===== src/shared/dhp_pkg.sv =====
// Purpose: Shared constants and types of the dual-channel UART host port
// Assumes: 10 MHz core clock, register select on three address lines
// Notes:   Offsets are register selects inside one channel
package dhp_pkg;

  // ----------------------------------------------------------------
  // Geometry and timing
  // ----------------------------------------------------------------
  localparam int NUM_CHAN = 2;
  localparam int CLK_HZ = 10_000_000;
  localparam int BAUD_DEFAULT = 9600;
  localparam int OVS_RATE = 16;
  localparam logic [3:0] OVS_LAST = 4'hF;
  localparam logic [3:0] OVS_HALF = 4'h7;
  localparam int MIN_CHAR_LEN = 5;

  // ----------------------------------------------------------------
  // Register selects
  // ----------------------------------------------------------------
  localparam logic [2:0] REG_DATA = 3'h0;
  localparam logic [2:0] REG_LINE = 3'h3;
  localparam logic [2:0] REG_MODEM = 3'h4;
  localparam logic [2:0] REG_STATUS = 3'h5;
  localparam logic [2:0] REG_MSTAT = 3'h6;
  localparam logic [2:0] REG_SCRATCH = 3'h7;

  // ----------------------------------------------------------------
  // Field positions and reset values
  // ----------------------------------------------------------------
  localparam int LINE_LEN_LSB = 0;
  localparam int LINE_PAR_EN = 3;
  localparam int LINE_PAR_EVEN = 4;
  localparam int MODEM_RTS = 0;
  localparam int MODEM_IRQ_EN = 3;
  localparam int MSTAT_CTS = 4;
  localparam int STAT_RX_READY = 0;
  localparam int STAT_OVERRUN = 1;
  localparam int STAT_PAR_ERR = 2;
  localparam int STAT_FRAME_ERR = 3;
  localparam int STAT_THR_EMPTY = 5;
  localparam int STAT_TX_IDLE = 6;
  localparam logic [7:0] LINE_RESET = 8'h03;
  localparam logic [7:0] ZERO_BYTE = 8'h00;

  // ----------------------------------------------------------------
  // Types
  // ----------------------------------------------------------------
  typedef struct packed {
    logic rd_n;
    logic wr_n;
    logic [1:0] sel_n;
    logic [2:0] addr;
    logic [7:0] data;
    logic [1:0] rxd;
    logic [1:0] cts_n;
  } dhp_pins_t;

  localparam int PINS_W = $bits(dhp_pins_t);
  localparam dhp_pins_t PINS_IDLE = '{rd_n: 1'b1, wr_n: 1'b1, sel_n: 2'h3, addr: 3'h0,
                                      data: 8'h00, rxd: 2'h3, cts_n: 2'h3};

  typedef struct packed {
    logic [7:0] data;
    logic par_err;
    logic frame_err;
  } dhp_rx_word_t;

  localparam int RXW_W = $bits(dhp_rx_word_t);

  typedef enum logic [2:0] {SER_IDLE, SER_START, SER_DATA, SER_PARITY, SER_STOP} dhp_ser_state_t;

endpackage

===== src/rtl/dhp_buf2.sv =====
// Purpose: Two-entry buffer with valid and ready on both sides
// Assumes: Single clock
// Notes:   Entry zero is always the head
`timescale 1ns/1ps
`default_nettype none
module dhp_buf2 #(
  parameter int W = 8
) (
  input wire logic i_core_clk,
  input wire logic i_rst,
  input wire logic i_in_valid,
  input wire logic [W-1:0] i_in_data,
  output logic o_in_ready,
  output logic o_out_valid,
  output logic [W-1:0] o_out_data,
  input wire logic i_out_ready
);

  logic [W-1:0] ent0_ff, ent1_ff, nxt_ent0, nxt_ent1;
  logic [1:0] cnt_ff, nxt_cnt;
  logic push, pop;

  always_comb begin
    push = i_in_valid && (cnt_ff != 2'h2);
    pop = i_out_ready && (cnt_ff != 2'h0);
    nxt_ent0 = ent0_ff;
    nxt_ent1 = ent1_ff;
    nxt_cnt = cnt_ff;
    if (pop) begin
      nxt_ent0 = ent1_ff;
    end
    if (push) begin
      if ((cnt_ff == 2'h0) || (cnt_ff == 2'h1 && pop)) begin
        nxt_ent0 = i_in_data;
      end else begin
        nxt_ent1 = i_in_data;
      end
    end
    nxt_cnt = cnt_ff + {1'b0, push} - {1'b0, pop};
  end

  always_ff @(posedge i_core_clk or posedge i_rst) begin
    if (i_rst) begin
      ent0_ff <= '0;
      ent1_ff <= '0;
      cnt_ff <= 2'h0;
    end else begin
      ent0_ff <= nxt_ent0;
      ent1_ff <= nxt_ent1;
      cnt_ff <= nxt_cnt;
    end
  end

  assign o_in_ready = (cnt_ff != 2'h2);
  assign o_out_valid = (cnt_ff != 2'h0);
  assign o_out_data = ent0_ff;

endmodule
`default_nettype wire


===== src/rtl/dhp_dual_uart_host_port.sv =====
// Purpose: Host bus port and two serial channels of a dual UART
// Assumes: Host strobes and serial pins are asynchronous to i_core_clk
// Notes:   Bus strobes are sampled; bus cycles must span several clocks
//
// Functional notes
// - Three address lines pick channel register
// - Eight-bit data bus, driven on reads
// - Read strobe fall fetches addressed register
// - Byte driven during strobe; host samples rise
// - Write stored on write strobe rising edge
// - One active-low select per channel
// - Modem bit3 set: irq driven, aux low
// - Modem bit3 clear: irq floats, aux high
// - Second channel applies same bit3 behaviour
// - Request-to-send is a handshake or general output
// - Five to eight bits, even/odd/no parity
// - One transmit byte, one tagged receive byte plus two buffered tagged words
// - Two independent channels with own registers
`timescale 1ns/1ps
`default_nettype none
module dhp_dual_uart_host_port
  import dhp_pkg::*;
#(
  parameter int BAUD_RATE = BAUD_DEFAULT
) (
  input wire logic i_core_clk,
  input wire logic i_rst,
  input wire logic i_reg_sel_bit2,
  input wire logic i_reg_sel_bit1,
  input wire logic i_reg_sel_bit0,
  input wire logic [7:0] i_data_in,
  output logic [7:0] o_data_out,
  output logic o_data_oe,
  input wire logic i_read_strobe_n,
  input wire logic i_write_strobe_n,
  input wire logic i_chan0_select_n,
  input wire logic i_chan1_select_n,
  output logic o_chan0_irq,
  output logic o_chan0_irq_oe,
  output logic o_chan1_irq,
  output logic o_chan1_irq_oe,
  output logic o_chan0_aux_out_n,
  output logic o_chan1_aux_out_n,
  output logic o_chan0_serial_out,
  output logic o_chan1_serial_out,
  input wire logic i_chan0_serial_in,
  input wire logic i_chan1_serial_in,
  output logic o_chan0_request_to_send_n,
  output logic o_chan1_request_to_send_n,
  input wire logic i_chan0_clear_to_send_n,
  input wire logic i_chan1_clear_to_send_n
);

  // ----------------------------------------------------------------
  // Pin synchronisation and strobe edges
  // ----------------------------------------------------------------
  localparam int OVS_CYCLES_RAW = CLK_HZ / (BAUD_RATE * OVS_RATE);
  localparam int OVS_CYCLES = (OVS_CYCLES_RAW < 1) ? 1 : OVS_CYCLES_RAW;
  localparam logic [15:0] OVS_TOP = 16'(OVS_CYCLES - 1);

  dhp_pins_t pins_raw, pins;
  logic rd_prev_ff, wr_prev_ff, nxt_rd_prev, nxt_wr_prev;
  logic rd_fall, rd_rise, wr_rise;
  logic [NUM_CHAN-1:0] sel;
  logic any_sel;

  always_comb begin
    pins_raw.rd_n = i_read_strobe_n;
    pins_raw.wr_n = i_write_strobe_n;
    pins_raw.sel_n = {i_chan1_select_n, i_chan0_select_n};
    pins_raw.addr = {i_reg_sel_bit2, i_reg_sel_bit1, i_reg_sel_bit0};
    pins_raw.data = i_data_in;
    pins_raw.rxd = {i_chan1_serial_in, i_chan0_serial_in};
    pins_raw.cts_n = {i_chan1_clear_to_send_n, i_chan0_clear_to_send_n};
  end

  dhp_sync #(.W(PINS_W), .RST_VAL(PINS_IDLE)) u_sync (
    .i_core_clk(i_core_clk),
    .i_rst(i_rst),
    .i_async(pins_raw),
    .o_level(pins)
  );

  always_comb begin
    nxt_rd_prev = pins.rd_n;
    nxt_wr_prev = pins.wr_n;
    // Exactly one select may steer a bus cycle
    sel = ~pins.sel_n;
    any_sel = (sel == 2'h1) || (sel == 2'h2);
    rd_fall = rd_prev_ff && !pins.rd_n && any_sel;
    rd_rise = !rd_prev_ff && pins.rd_n && any_sel;
    wr_rise = !wr_prev_ff && pins.wr_n && any_sel;
  end

  always_ff @(posedge i_core_clk or posedge i_rst) begin
    if (i_rst) begin
      rd_prev_ff <= 1'b1;
      wr_prev_ff <= 1'b1;
    end else begin
      rd_prev_ff <= nxt_rd_prev;
      wr_prev_ff <= nxt_wr_prev;
    end
  end

  // ----------------------------------------------------------------
  // Oversampling tick
  // ----------------------------------------------------------------
  logic [15:0] ovs_cnt_ff, nxt_ovs_cnt;
  logic ovs_tick_ff, nxt_ovs_tick;

  always_comb begin
    nxt_ovs_tick = (ovs_cnt_ff == OVS_TOP);
    nxt_ovs_cnt = nxt_ovs_tick ? 16'h0000 : ovs_cnt_ff + 16'h0001;
  end

  always_ff @(posedge i_core_clk or posedge i_rst) begin
    if (i_rst) begin
      ovs_cnt_ff <= 16'h0000;
      ovs_tick_ff <= 1'b0;
    end else begin
      ovs_cnt_ff <= nxt_ovs_cnt;
      ovs_tick_ff <= nxt_ovs_tick;
    end
  end

  // ----------------------------------------------------------------
  // Channels
  // ----------------------------------------------------------------
  logic [7:0] rd_val [NUM_CHAN];
  logic [NUM_CHAN-1:0] irq_q, irq_oe_q, aux_n_q, txd_q, rts_n_q;

  for (genvar c = 0; c < NUM_CHAN; c++) begin : g_chan
    logic [7:0] line_ff, modem_ff, scratch_ff, thr_ff;
    logic [7:0] nxt_line, nxt_modem, nxt_scratch, nxt_thr;
    logic thr_full_ff, rx_ready_ff, overrun_ff, nxt_thr_full, nxt_rx_ready, nxt_overrun;
    dhp_rx_word_t rxh_ff, nxt_rxh;
    dhp_ser_state_t tx_st_ff, rx_st_ff, nxt_tx_st, nxt_rx_st;
    logic [7:0] tx_sh_ff, rx_sh_ff, nxt_tx_sh, nxt_rx_sh;
    logic [2:0] tx_bit_ff, rx_bit_ff, nxt_tx_bit, nxt_rx_bit;
    logic [3:0] tx_ovs_ff, rx_ovs_ff, nxt_tx_ovs, nxt_rx_ovs;
    logic tx_par_ff, rx_par_ff, nxt_tx_par, nxt_rx_par;
    logic txd_ff, irq_ff, irq_oe_ff, aux_n_ff, rts_n_ff;
    logic nxt_txd, nxt_irq, nxt_irq_oe, nxt_aux_n, nxt_rts_n;
    logic rx_pe_ff, nxt_rx_pe;
    logic [2:0] last_bit;
    logic par_en, par_even, acc_cs;
    logic rxw_valid, rxw_ready, buf_valid, buf_take;
    dhp_rx_word_t rxw, buf_word;

    assign acc_cs = sel[c] && any_sel;
    assign buf_take = buf_valid && !rx_ready_ff;

    // Tagged receive words wait here while the holding byte is unread
    dhp_buf2 #(.W(RXW_W)) u_rxbuf (
      .i_core_clk(i_core_clk),
      .i_rst(i_rst),
      .i_in_valid(rxw_valid),
      .i_in_data(rxw),
      .o_in_ready(rxw_ready),
      .o_out_valid(buf_valid),
      .o_out_data(buf_word),
      .i_out_ready(!rx_ready_ff)
    );

    always_comb begin
      rd_val[c] = ZERO_BYTE;
      if (pins.addr == REG_DATA) begin
        rd_val[c] = rxh_ff.data;
      end else if (pins.addr == REG_LINE) begin
        rd_val[c] = line_ff;
      end else if (pins.addr == REG_MODEM) begin
        rd_val[c] = modem_ff;
      end else if (pins.addr == REG_STATUS) begin
        rd_val[c][STAT_RX_READY] = rx_ready_ff;
        rd_val[c][STAT_OVERRUN] = overrun_ff;
        rd_val[c][STAT_PAR_ERR] = rxh_ff.par_err;
        rd_val[c][STAT_FRAME_ERR] = rxh_ff.frame_err;
        rd_val[c][STAT_THR_EMPTY] = !thr_full_ff;
        rd_val[c][STAT_TX_IDLE] = !thr_full_ff && (tx_st_ff == SER_IDLE);
      end else if (pins.addr == REG_MSTAT) begin
        rd_val[c][MSTAT_CTS] = !pins.cts_n[c];
      end else if (pins.addr == REG_SCRATCH) begin
        rd_val[c] = scratch_ff;
      end
    end

    always_comb begin
      nxt_line = line_ff;
      nxt_modem = modem_ff;
      nxt_scratch = scratch_ff;
      nxt_thr = thr_ff;
      nxt_thr_full = thr_full_ff;
      nxt_rx_ready = rx_ready_ff;
      nxt_overrun = overrun_ff;
      nxt_rxh = rxh_ff;
      nxt_tx_st = tx_st_ff;
      nxt_tx_sh = tx_sh_ff;
      nxt_tx_bit = tx_bit_ff;
      nxt_tx_ovs = tx_ovs_ff;
      nxt_tx_par = tx_par_ff;
      nxt_txd = txd_ff;
      nxt_rx_st = rx_st_ff;
      nxt_rx_sh = rx_sh_ff;
      nxt_rx_bit = rx_bit_ff;
      nxt_rx_ovs = rx_ovs_ff;
      nxt_rx_par = rx_par_ff;
      nxt_rx_pe = rx_pe_ff;
      rxw_valid = 1'b0;
      rxw = '{data: rx_sh_ff, par_err: rx_pe_ff, frame_err: 1'b0};
      last_bit = line_ff[LINE_LEN_LSB +: 2] + 3'(MIN_CHAR_LEN - 1);
      par_en = line_ff[LINE_PAR_EN];
      par_even = line_ff[LINE_PAR_EVEN];

      // Transmitter
      if (tx_st_ff == SER_IDLE) begin
        nxt_txd = 1'b1;
        if (thr_full_ff) begin
          nxt_tx_sh = thr_ff;
          nxt_thr_full = 1'b0;
          nxt_tx_st = SER_START;
          nxt_tx_ovs = 4'h0;
          nxt_tx_bit = 3'h0;
          nxt_tx_par = !par_even;
          nxt_txd = 1'b0;
        end
      end else if (ovs_tick_ff) begin
        nxt_tx_ovs = tx_ovs_ff + 4'h1;
        if (tx_ovs_ff == OVS_LAST) begin
          case (tx_st_ff)
            SER_START, SER_DATA: begin
              if (tx_st_ff == SER_DATA && tx_bit_ff == last_bit) begin
                nxt_tx_st = par_en ? SER_PARITY : SER_STOP;
                nxt_txd = par_en ? tx_par_ff : 1'b1;
              end else begin
                nxt_tx_st = SER_DATA;
                nxt_txd = tx_sh_ff[0];
                nxt_tx_par = tx_par_ff ^ tx_sh_ff[0];
                nxt_tx_sh = {1'b0, tx_sh_ff[7:1]};
                nxt_tx_bit = (tx_st_ff == SER_START) ? 3'h0 : tx_bit_ff + 3'h1;
              end
            end
            SER_PARITY: begin
              nxt_tx_st = SER_STOP;
              nxt_txd = 1'b1;
            end
            default: begin
              nxt_tx_st = SER_IDLE;
              nxt_txd = 1'b1;
            end
          endcase
        end
      end

      // Receiver; the line idles high
      if (ovs_tick_ff) begin
        nxt_rx_ovs = rx_ovs_ff + 4'h1;
        case (rx_st_ff)
          SER_IDLE: begin
            nxt_rx_ovs = 4'h0;
            if (!pins.rxd[c]) begin
              nxt_rx_st = SER_START;
            end
          end
          SER_START: begin
            if (rx_ovs_ff == OVS_HALF) begin
              nxt_rx_ovs = 4'h0;
              nxt_rx_bit = 3'h0;
              nxt_rx_par = !par_even;
              nxt_rx_sh = ZERO_BYTE;
              nxt_rx_pe = 1'b0;
              nxt_rx_st = pins.rxd[c] ? SER_IDLE : SER_DATA;
            end
          end
          SER_DATA: begin
            if (rx_ovs_ff == OVS_LAST) begin
              nxt_rx_sh[rx_bit_ff] = pins.rxd[c];
              nxt_rx_par = rx_par_ff ^ pins.rxd[c];
              nxt_rx_bit = rx_bit_ff + 3'h1;
              if (rx_bit_ff == last_bit) begin
                nxt_rx_st = par_en ? SER_PARITY : SER_STOP;
              end
            end
          end
          SER_PARITY: begin
            if (rx_ovs_ff == OVS_LAST) begin
              nxt_rx_pe = (rx_par_ff != pins.rxd[c]);
              nxt_rx_st = SER_STOP;
            end
          end
          default: begin
            if (rx_ovs_ff == OVS_LAST) begin
              rxw_valid = 1'b1;
              rxw.frame_err = !pins.rxd[c];
              nxt_rx_st = SER_IDLE;
            end
          end
        endcase
      end

      // Host reads: clears before sets so a new event wins
      if (rd_rise && acc_cs && pins.addr == REG_DATA) begin
        nxt_rx_ready = 1'b0;
      end
      if (rd_rise && acc_cs && pins.addr == REG_STATUS) begin
        nxt_overrun = 1'b0;
      end
      if (buf_take) begin
        nxt_rxh = buf_word;
        nxt_rx_ready = 1'b1;
      end
      if (rxw_valid && !rxw_ready) begin
        nxt_overrun = 1'b1;
      end

      // Host writes, stored at the strobe's rising edge
      if (wr_rise && acc_cs) begin
        if (pins.addr == REG_DATA) begin
          nxt_thr = pins.data;
          nxt_thr_full = 1'b1;
        end else if (pins.addr == REG_LINE) begin
          nxt_line = pins.data;
        end else if (pins.addr == REG_MODEM) begin
          nxt_modem = pins.data;
        end else if (pins.addr == REG_SCRATCH) begin
          nxt_scratch = pins.data;
        end
      end

      // Interrupt pin mode follows modem bit 3
      nxt_irq = rx_ready_ff || overrun_ff;
      nxt_irq_oe = modem_ff[MODEM_IRQ_EN];
      nxt_aux_n = !modem_ff[MODEM_IRQ_EN];
      nxt_rts_n = !modem_ff[MODEM_RTS];
    end

    always_ff @(posedge i_core_clk or posedge i_rst) begin
      if (i_rst) begin
        line_ff <= LINE_RESET;
        modem_ff <= ZERO_BYTE;
        scratch_ff <= ZERO_BYTE;
        thr_ff <= ZERO_BYTE;
        thr_full_ff <= 1'b0;
        rx_ready_ff <= 1'b0;
        overrun_ff <= 1'b0;
        rxh_ff <= '0;
        tx_st_ff <= SER_IDLE;
        tx_sh_ff <= ZERO_BYTE;
        tx_bit_ff <= 3'h0;
        tx_ovs_ff <= 4'h0;
        tx_par_ff <= 1'b0;
        txd_ff <= 1'b1;
        rx_st_ff <= SER_IDLE;
        rx_sh_ff <= ZERO_BYTE;
        rx_bit_ff <= 3'h0;
        rx_ovs_ff <= 4'h0;
        rx_par_ff <= 1'b0;
        rx_pe_ff <= 1'b0;
        irq_ff <= 1'b0;
        irq_oe_ff <= 1'b0;
        aux_n_ff <= 1'b1;
        rts_n_ff <= 1'b1;
      end else begin
        line_ff <= nxt_line;
        modem_ff <= nxt_modem;
        scratch_ff <= nxt_scratch;
        thr_ff <= nxt_thr;
        thr_full_ff <= nxt_thr_full;
        rx_ready_ff <= nxt_rx_ready;
        overrun_ff <= nxt_overrun;
        rxh_ff <= nxt_rxh;
        tx_st_ff <= nxt_tx_st;
        tx_sh_ff <= nxt_tx_sh;
        tx_bit_ff <= nxt_tx_bit;
        tx_ovs_ff <= nxt_tx_ovs;
        tx_par_ff <= nxt_tx_par;
        txd_ff <= nxt_txd;
        rx_st_ff <= nxt_rx_st;
        rx_sh_ff <= nxt_rx_sh;
        rx_bit_ff <= nxt_rx_bit;
        rx_ovs_ff <= nxt_rx_ovs;
        rx_par_ff <= nxt_rx_par;
        rx_pe_ff <= nxt_rx_pe;
        irq_ff <= nxt_irq;
        irq_oe_ff <= nxt_irq_oe;
        aux_n_ff <= nxt_aux_n;
        rts_n_ff <= nxt_rts_n;
      end
    end

    assign irq_q[c] = irq_ff;
    assign irq_oe_q[c] = irq_oe_ff;
    assign aux_n_q[c] = aux_n_ff;
    assign txd_q[c] = txd_ff;
    assign rts_n_q[c] = rts_n_ff;
  end

  // ----------------------------------------------------------------
  // Data bus drive
  // ----------------------------------------------------------------
  logic [7:0] dout_ff, nxt_dout;
  logic doe_ff, nxt_doe;

  always_comb begin
    nxt_dout = dout_ff;
    if (rd_fall) begin
      nxt_dout = sel[1] ? rd_val[1] : rd_val[0];
    end
    // Drive only while a selected read strobe is low
    nxt_doe = !pins.rd_n && any_sel && (doe_ff || rd_fall);
  end

  always_ff @(posedge i_core_clk or posedge i_rst) begin
    if (i_rst) begin
      dout_ff <= ZERO_BYTE;
      doe_ff <= 1'b0;
    end else begin
      dout_ff <= nxt_dout;
      doe_ff <= nxt_doe;
    end
  end

  assign o_data_out = dout_ff;
  assign o_data_oe = doe_ff;
  assign o_chan0_irq = irq_q[0];
  assign o_chan1_irq = irq_q[1];
  assign o_chan0_irq_oe = irq_oe_q[0];
  assign o_chan1_irq_oe = irq_oe_q[1];
  assign o_chan0_aux_out_n = aux_n_q[0];
  assign o_chan1_aux_out_n = aux_n_q[1];
  assign o_chan0_serial_out = txd_q[0];
  assign o_chan1_serial_out = txd_q[1];
  assign o_chan0_request_to_send_n = rts_n_q[0];
  assign o_chan1_request_to_send_n = rts_n_q[1];

endmodule
`default_nettype wire


===== src/rtl/dhp_sync.sv =====
// Purpose: Three-stage synchroniser for a bundle of pin inputs
// Assumes: Inputs are asynchronous to i_core_clk
// Notes:   A bit changes once stages two and three agree
`timescale 1ns/1ps
`default_nettype none
module dhp_sync #(
  parameter int W = 1,
  parameter logic [W-1:0] RST_VAL = '0
) (
  input wire logic i_core_clk,
  input wire logic i_rst,
  input wire logic [W-1:0] i_async,
  output logic [W-1:0] o_level
);

  logic [W-1:0] s1_ff, s2_ff, s3_ff, level_ff;
  logic [W-1:0] nxt_level;

  always_comb begin
    nxt_level = ((s2_ff ~^ s3_ff) & s3_ff) | ((s2_ff ^ s3_ff) & level_ff);
  end

  always_ff @(posedge i_core_clk or posedge i_rst) begin
    if (i_rst) begin
      s1_ff <= RST_VAL;
      s2_ff <= RST_VAL;
      s3_ff <= RST_VAL;
      level_ff <= RST_VAL;
    end else begin
      s1_ff <= i_async;
      s2_ff <= s1_ff;
      s3_ff <= s2_ff;
      level_ff <= nxt_level;
    end
  end

  assign o_level = level_ff;

endmodule
`default_nettype wire


===== config.mk =====
export PLATFORM = sky130hd
export DESIGN_NAME = dhp_dual_uart_host_port
export DESIGN_NICKNAME = d
export VERILOG_FILES = /design/src/shared/dhp_pkg.sv /design/src/rtl/dhp_buf2.sv /design/src/rtl/dhp_dual_uart_host_port.sv /design/src/rtl/dhp_sync.sv
export SDC_FILE = /design/constraint.sdc
export NUM_CORES = 1
export LEC_CHECK = 0
export ABC_AREA = 1
export BUFFER_PORTS_ARGS = -buffer_cell sky130_fd_sc_hd__buf_2
export CAP_MARGIN = 15
export CORE_MARGIN = 8
export CORE_UTILIZATION = 30
export CTS_BUF_LIST = sky130_fd_sc_hd__clkbuf_4 sky130_fd_sc_hd__clkbuf_8 sky130_fd_sc_hd__clkbuf_16
export DETAILED_ROUTE_END_ITERATION = 6
export RECOVER_POWER = 100
export REMOVE_ABC_BUFFERS = 1
export SLEW_MARGIN = 0
export SYNTH_ARGS = -nofsm -noshare
export SYNTH_HDL_FRONTEND = slang
export SYNTH_SLANG_ARGS = --single-unit

===== constraint.sdc =====
create_clock -name i_core_clk -period 23.2 [get_ports i_core_clk]
set_input_delay 4.64 -clock i_core_clk [delete_from_list [all_inputs] [get_ports i_core_clk]]
set_output_delay 4.64 -clock i_core_clk [all_outputs]
set_load 0.005 [all_outputs]

=== Word-level counts from Yosys, hierarchy flattened ===
Index checks and enable logic that the tools add are counted.

* Reductions and logical operators: 110
* $lt $le $gt $ge: 4
* Equality and inequality tests: 50
* Multiplexer cells: 178
* Bitwise operators: 15
* Add/sub/neg operators: 15

{| class="wikitable"
|+ Operators with widths
! operator !! count
|-
| 8-bit two-way mux || 25
|-
| 3-bit two-way mux || 44
|-
| 1-bit two-way mux || 68
|-
| 10-bit two-way mux || 6
|-
| 4-bit two-way mux || 12
|-
| 19-bit AND || 2
|-
| 1-bit logical AND || 32
|-
| 2-bit inequality test (second input constant) || 16
|-
| 8-bit case mux with 2 select lines || 2
|-
| 2-bit nonzero test || 16
|-
| 3-bit by 2-bit equality test with 1-bit output (second input constant) || 9
|-
| 3-bit case mux with 2 select lines || 4
|-
| 3-bit case mux with 4 select lines || 2
|-
| 4-bit AND reduction || 6
|-
| 5-bit AND reduction || 4
|-
| 1-bit logical NOT || 19
|-
| 19-bit bitwise OR || 1
|-
| 19-bit XNOR || 1
|-
| 19-bit XOR || 1
|-
| 16-bit by 1-bit adder with 16-bit output (second input constant) || 1
|-
| 4-bit by 1-bit adder with 4-bit output (second input constant) || 4
|-
| 8-bit bitwise mux || 2
|-
| 16-bit by 7-bit equality test with 1-bit output (second input constant) || 1
|-
| 4-bit equality test (second input constant) || 4
|-
| other kinds (30) || 90
|}

* Output and inout bits: 19
* Register bits after elaboration: 326
* Input port bits: 21
* Word-level logic and storage cells: 440

=== Logic depth before layout (Yosys ltp) ===
* Depth in word-level cells: 8
* Mapped depth: 12
* Gate-level depth less buffers: 10

=== Cells and area by module ===
From an unflattened synthesis, not the netlist that was laid out.

* Cell total of the unflattened synthesis: 1,621
* Area total of the unflattened synthesis: 14,650.3 µm²

{| class="wikitable"
|+ Modules (own cells, without submodules)
! module !! cells an instance !! instances !! area each (µm²) !! seq. area each (µm²)
|-
| dhp_dual_uart_host_port || 1,166 || 1 || 10,020.9 || 5,170.0
|-
| dhp_sync || 153 || 1 || 2,397.3 || 1,941.9
|-
| dhp_buf2 || 151 || 2 || 1,116.1 || 550.5
|}

=== Least setup slack after synthesis ===
Ideal clock, no wire load.

* Path type: register -> output
* Start: register g_chan[1].txd_ff, in the netlist o_chan1_serial_out
* End: output o_chan1_serial_out
* Slack: 18.050 ns
* Data arrival time: 0.510 ns
* Stages on the path, launching flop included: 1
* Required time: 18.560 ns
* Buffers on the path: 0
* Cells stage by stage: dfstp_2

{| class="wikitable"
|+ RTL lines
! item !! RTL line !! text
|-
| start, declared || dhp_dual_uart_host_port.sv:142 || <nowiki>logic txd_ff, irq_ff, irq_oe_ff, aux_n_ff, rts_n_ff;</nowiki>
|-
| start signal, assigned || dhp_dual_uart_host_port.sv:376 || <nowiki>txd_ff <= nxt_txd;</nowiki>
|-
| end, declared || dhp_dual_uart_host_port.sv:45 || <nowiki>output logic o_chan1_serial_out,</nowiki>
|}

No word-level cell between the ends.

==> results.json <==
{
  "outcome": "finished, violations left",
  "violations": "capacitance limit, slew limit",
  "viasPerCell": 4.64,
  "cp-end-kind": "async pin",
  "powerDensity_mw_per_mm2": 86.3,
  "drtIter0Drc": 589,
  "critPathLaunchType": "input port",
  "critPathArrivalTime_ns": 10.59,
  "cpPeakStageDelay_ns": 3.17,
  "grt_pass1_vias": 10500,
  "postCtsHoldBufs": 0,
  "fmax_ghz": 0.0913,
  "synth_cell_types": 48,
  "worst_pin_slew_ns": 4.65,
  "wl_per_cell_um": 14.1,
  "worstHoldPathType": "flop to flop",
  "gp_congestion": 0.845,
  "grt_usage": 0.116,
  "ys_ff_latch": 326,
  "max_cap_viol_count": 5,
  "cts_max_path_buffers": 3,
  "post-route-min-period_ns": 10.95,
  "grt_overflow": 0,
  "io-pin-count": 40,
  "worst-path-buf-inv": 3,
  "fin_crit_sh": 0.472,
  "post_cts_buffers": 0,
  "drive_gt1_frac": 0.104,
  "port_buffers": 39,
  "grt_max_degree": 103,
  "htreeDepth": 2,
  "ir_drop_uv": 39.7,
  "critPathTopFamily": "buffers and inverters",
  "cts-resized-gates": 0,
  "diodes": 0,
  "synth_area_mm2": 0.0144,
  "die_w_um": 235,
  "rows": 80,
  "path_class": "input port to async pin",
  "hpwl_um": 21400,
  "final_nets": 1657,
  "synth_top_area_cell": "dfrtp_1",
  "async_flop_share": 1.00,
  "syn-instance-count": 1563,
  "path_clk_slew_ns": 0.06,
  "cp_cell_sequence": "buf_2 -> clkinvlp_2 -> clkbuf_1",
  "clock-sinks": 326,
  "cpMaxStageDelayCell": "clkbuf_1",
  "ys.warnings.count": 0,
  "start_util": 0.303,
  "rsz0062_at_grt": "no",
  "dp_slack_ns": 16.75,
  "regToRegSetupSlack_ns": 19.04,
  "skew_ns": 0.0184,
  "die_h_um": 235,
  "syn2layout_area_growth_pct": 13.6,
  "dr_total_vias": 10400,
  "clock-root-buffer": "clkbuf_16",
  "worstPathMaxFanout": 102,
  "drtAntennaViolNets": 0,
  "grt_pass1_wl_um": 53600,
  "firstDrtPassIters": 5,
  "report.final.setup_viol": 0,
  "antenna_found_initial": 0,
  "yosysSeqAreaShare": 0.571,
  "drc_errors": 0,
  "timing.final.ws_setup_ns": 12.25,
  "synthTopCellsByArea": "dfrtp_1 (49%), nand2_1 (10%), dfstp_2 (8.0%)",
  "worstPathRequired_ns": 22.84,
  "p_leak_nw": 7.67,
  "slew_headroom": -2.12,
  "tritoncts": "built",
  "hold_viol_final": 0,
  "drt-total-wl_um": 31700,
  "synth.top_cell.area_share": 0.491,
  "core-area_mm2": 0.0475,
  "die-area_mm2": 0.0552,
  "synth-edff-count": 0,
  "timing.setup.tns_ns": 0,
  "syn_avg_cell_area_um2": 9.20,
  "numCtsBuffers": 38,
  "synth_ff_type": "dfrtp_1",
  "slew_viol_final": 363,
  "insertion_delay_ns": 0.54
}
-- final cells by class --
cell class                      instances  area [um^2]
Tap cell                              615          769
Fill cell                            4812        31200
Sequential cell                       326         8210
Clock buffer                           52         1110
Timing Repair Buffer                   45          204
Clock inverter                         18          241
Inverter                              179          674
Multi-Input combinational cell       1011         5120
-- metrics by stage --
| step | total power, mW | area [um^2] | std cells | util | hold WS (ns) |
|---|---|---|---|---|---|
| floorplan | 0.734 | 14100 | 1516 | - | 0.331 |
| global placement | 0.787 | 15100 | 2176 | 0.319 | 0.338 |
| detailed placement | 0.791 | 15100 | 2176 | 0.319 | 0.337 |
| CTS | 1.44 | 16500 | 2246 | 0.347 | 0.349 |
| global route | 1.48 | 16300 | 2246 | 0.344 | 0.352 |
| finish | 1.41 | 16300 | 2246 | 0.344 | 0.345 |
-- per-layer routing --
layer  share of wire  up-vias  track usage
met5               0        -            0
met4           0.033        0       0.0440
met3           0.041       63       0.0235
met2            0.45      169        0.186
met1            0.47     5036        0.153
li1                -     5164            -
-- synth_stat cells, types with 3 or more instances --
master	n
nand3_1	63
nor2_4	8
o21ai_1	19
nand3_2	3
buf_6	6
o21ai_2	10
nor2_1	84
o31ai_1	3
dfrtp_1	282
nand2_2	13
inv_2	6
buf_2	11
nand4_1	22
o211ai_1	16
nor4_1	6
nor3_1	18
o22ai_1	6
nor2_2	7
a31oi_1	13
buf_4	5
nand2_1	391
a21oi_1	36
inv_1	171
ha_1	35
or2_2	10
mux2i_1	7
clkbuf_1	24
xnor2_1	11
a21o_1	19
o21ai_0	179
xor2_1	14
dfstp_2	44
-- cells by family after synthesis --
kind of cell               after synthesis  share of synthesized area
AOI/OAI and AO/OA                      309                      0.120
xor gates and xnor gates                25                     0.0152
adders and majority gates               35                     0.0304
buffers and inverters                  226                     0.0645
DFF                                    326                      0.571
muxes                                    7                    0.00487
and+or+nand+nor                        635                      0.194
-- flip-flops by register name (all words and copies together) (netlist names), 19 cells and up --
signal	flops
g_chan.rxh_ff	20
g_chan.u_rxbuf.ent1_ff	20
g_chan.u_rxbuf.o_out_data	20
u_sync.o_level	19
u_sync.s1_ff	19
u_sync.s2_ff	19
u_sync.s3_ff	19
-- power breakdown --
part / total (mW) / internal, mW / switching (mW)
logic: 0.137 / 0.0432 / 0.0938
clock network: 0.634 / 0.394 / 0.240
registers: 0.639 / 0.613 / 0.0261
total: 1.41 / 1.05 / 0.360
-- placed cells by master (no fill, tap or decap), types with 13 or more instances in the layout --
cell and n:
dfrtp_1 282, buf_2 28, a21o_1 19, a31oi_1 13, nor3_1 20, dfstp_2 33, clkbuf_1 17, nor2_1 90
o211ai_1 16, clkbuf_16 38, inv_1 171, nand4_1 22, xor2_1 14, nand3_1 64, a21oi_1 38, nand2_1 398
o21ai_0 202, ha_1 35
-- worst paths after layout --
| path | startpoint | cells past startpoint | to |
|---|---|---|---|
| min in group asynchronous | i_rst | 2 | u_sync.s1_ff[5]$_DFF_PP0_ |
| worst min-delay path | u_sync.s1_ff[12]$_DFF_PP0_ | 0 | u_sync.s2_ff[12]$_DFF_PP0_ |
| worst max register to register | u_sync.o_level[16]$_DFF_PP1_ | 7 | g_chan[1].modem_ff[3]$_DFFE_PP0P_ |
| max in group i_core_clk | o_chan0_request_to_send_n$_DFF_PP1_ | 1 | o_chan0_request_to_send_n |
| worst max-delay path | i_rst | 3 | g_chan[1].tx_ovs_ff[2]$_DFFE_PP0P_ |
| worst min register to register | u_sync.s1_ff[12]$_DFF_PP0_ | 0 | u_sync.s2_ff[12]$_DFF_PP0_ |
Power figures use the tool's default switching activity.
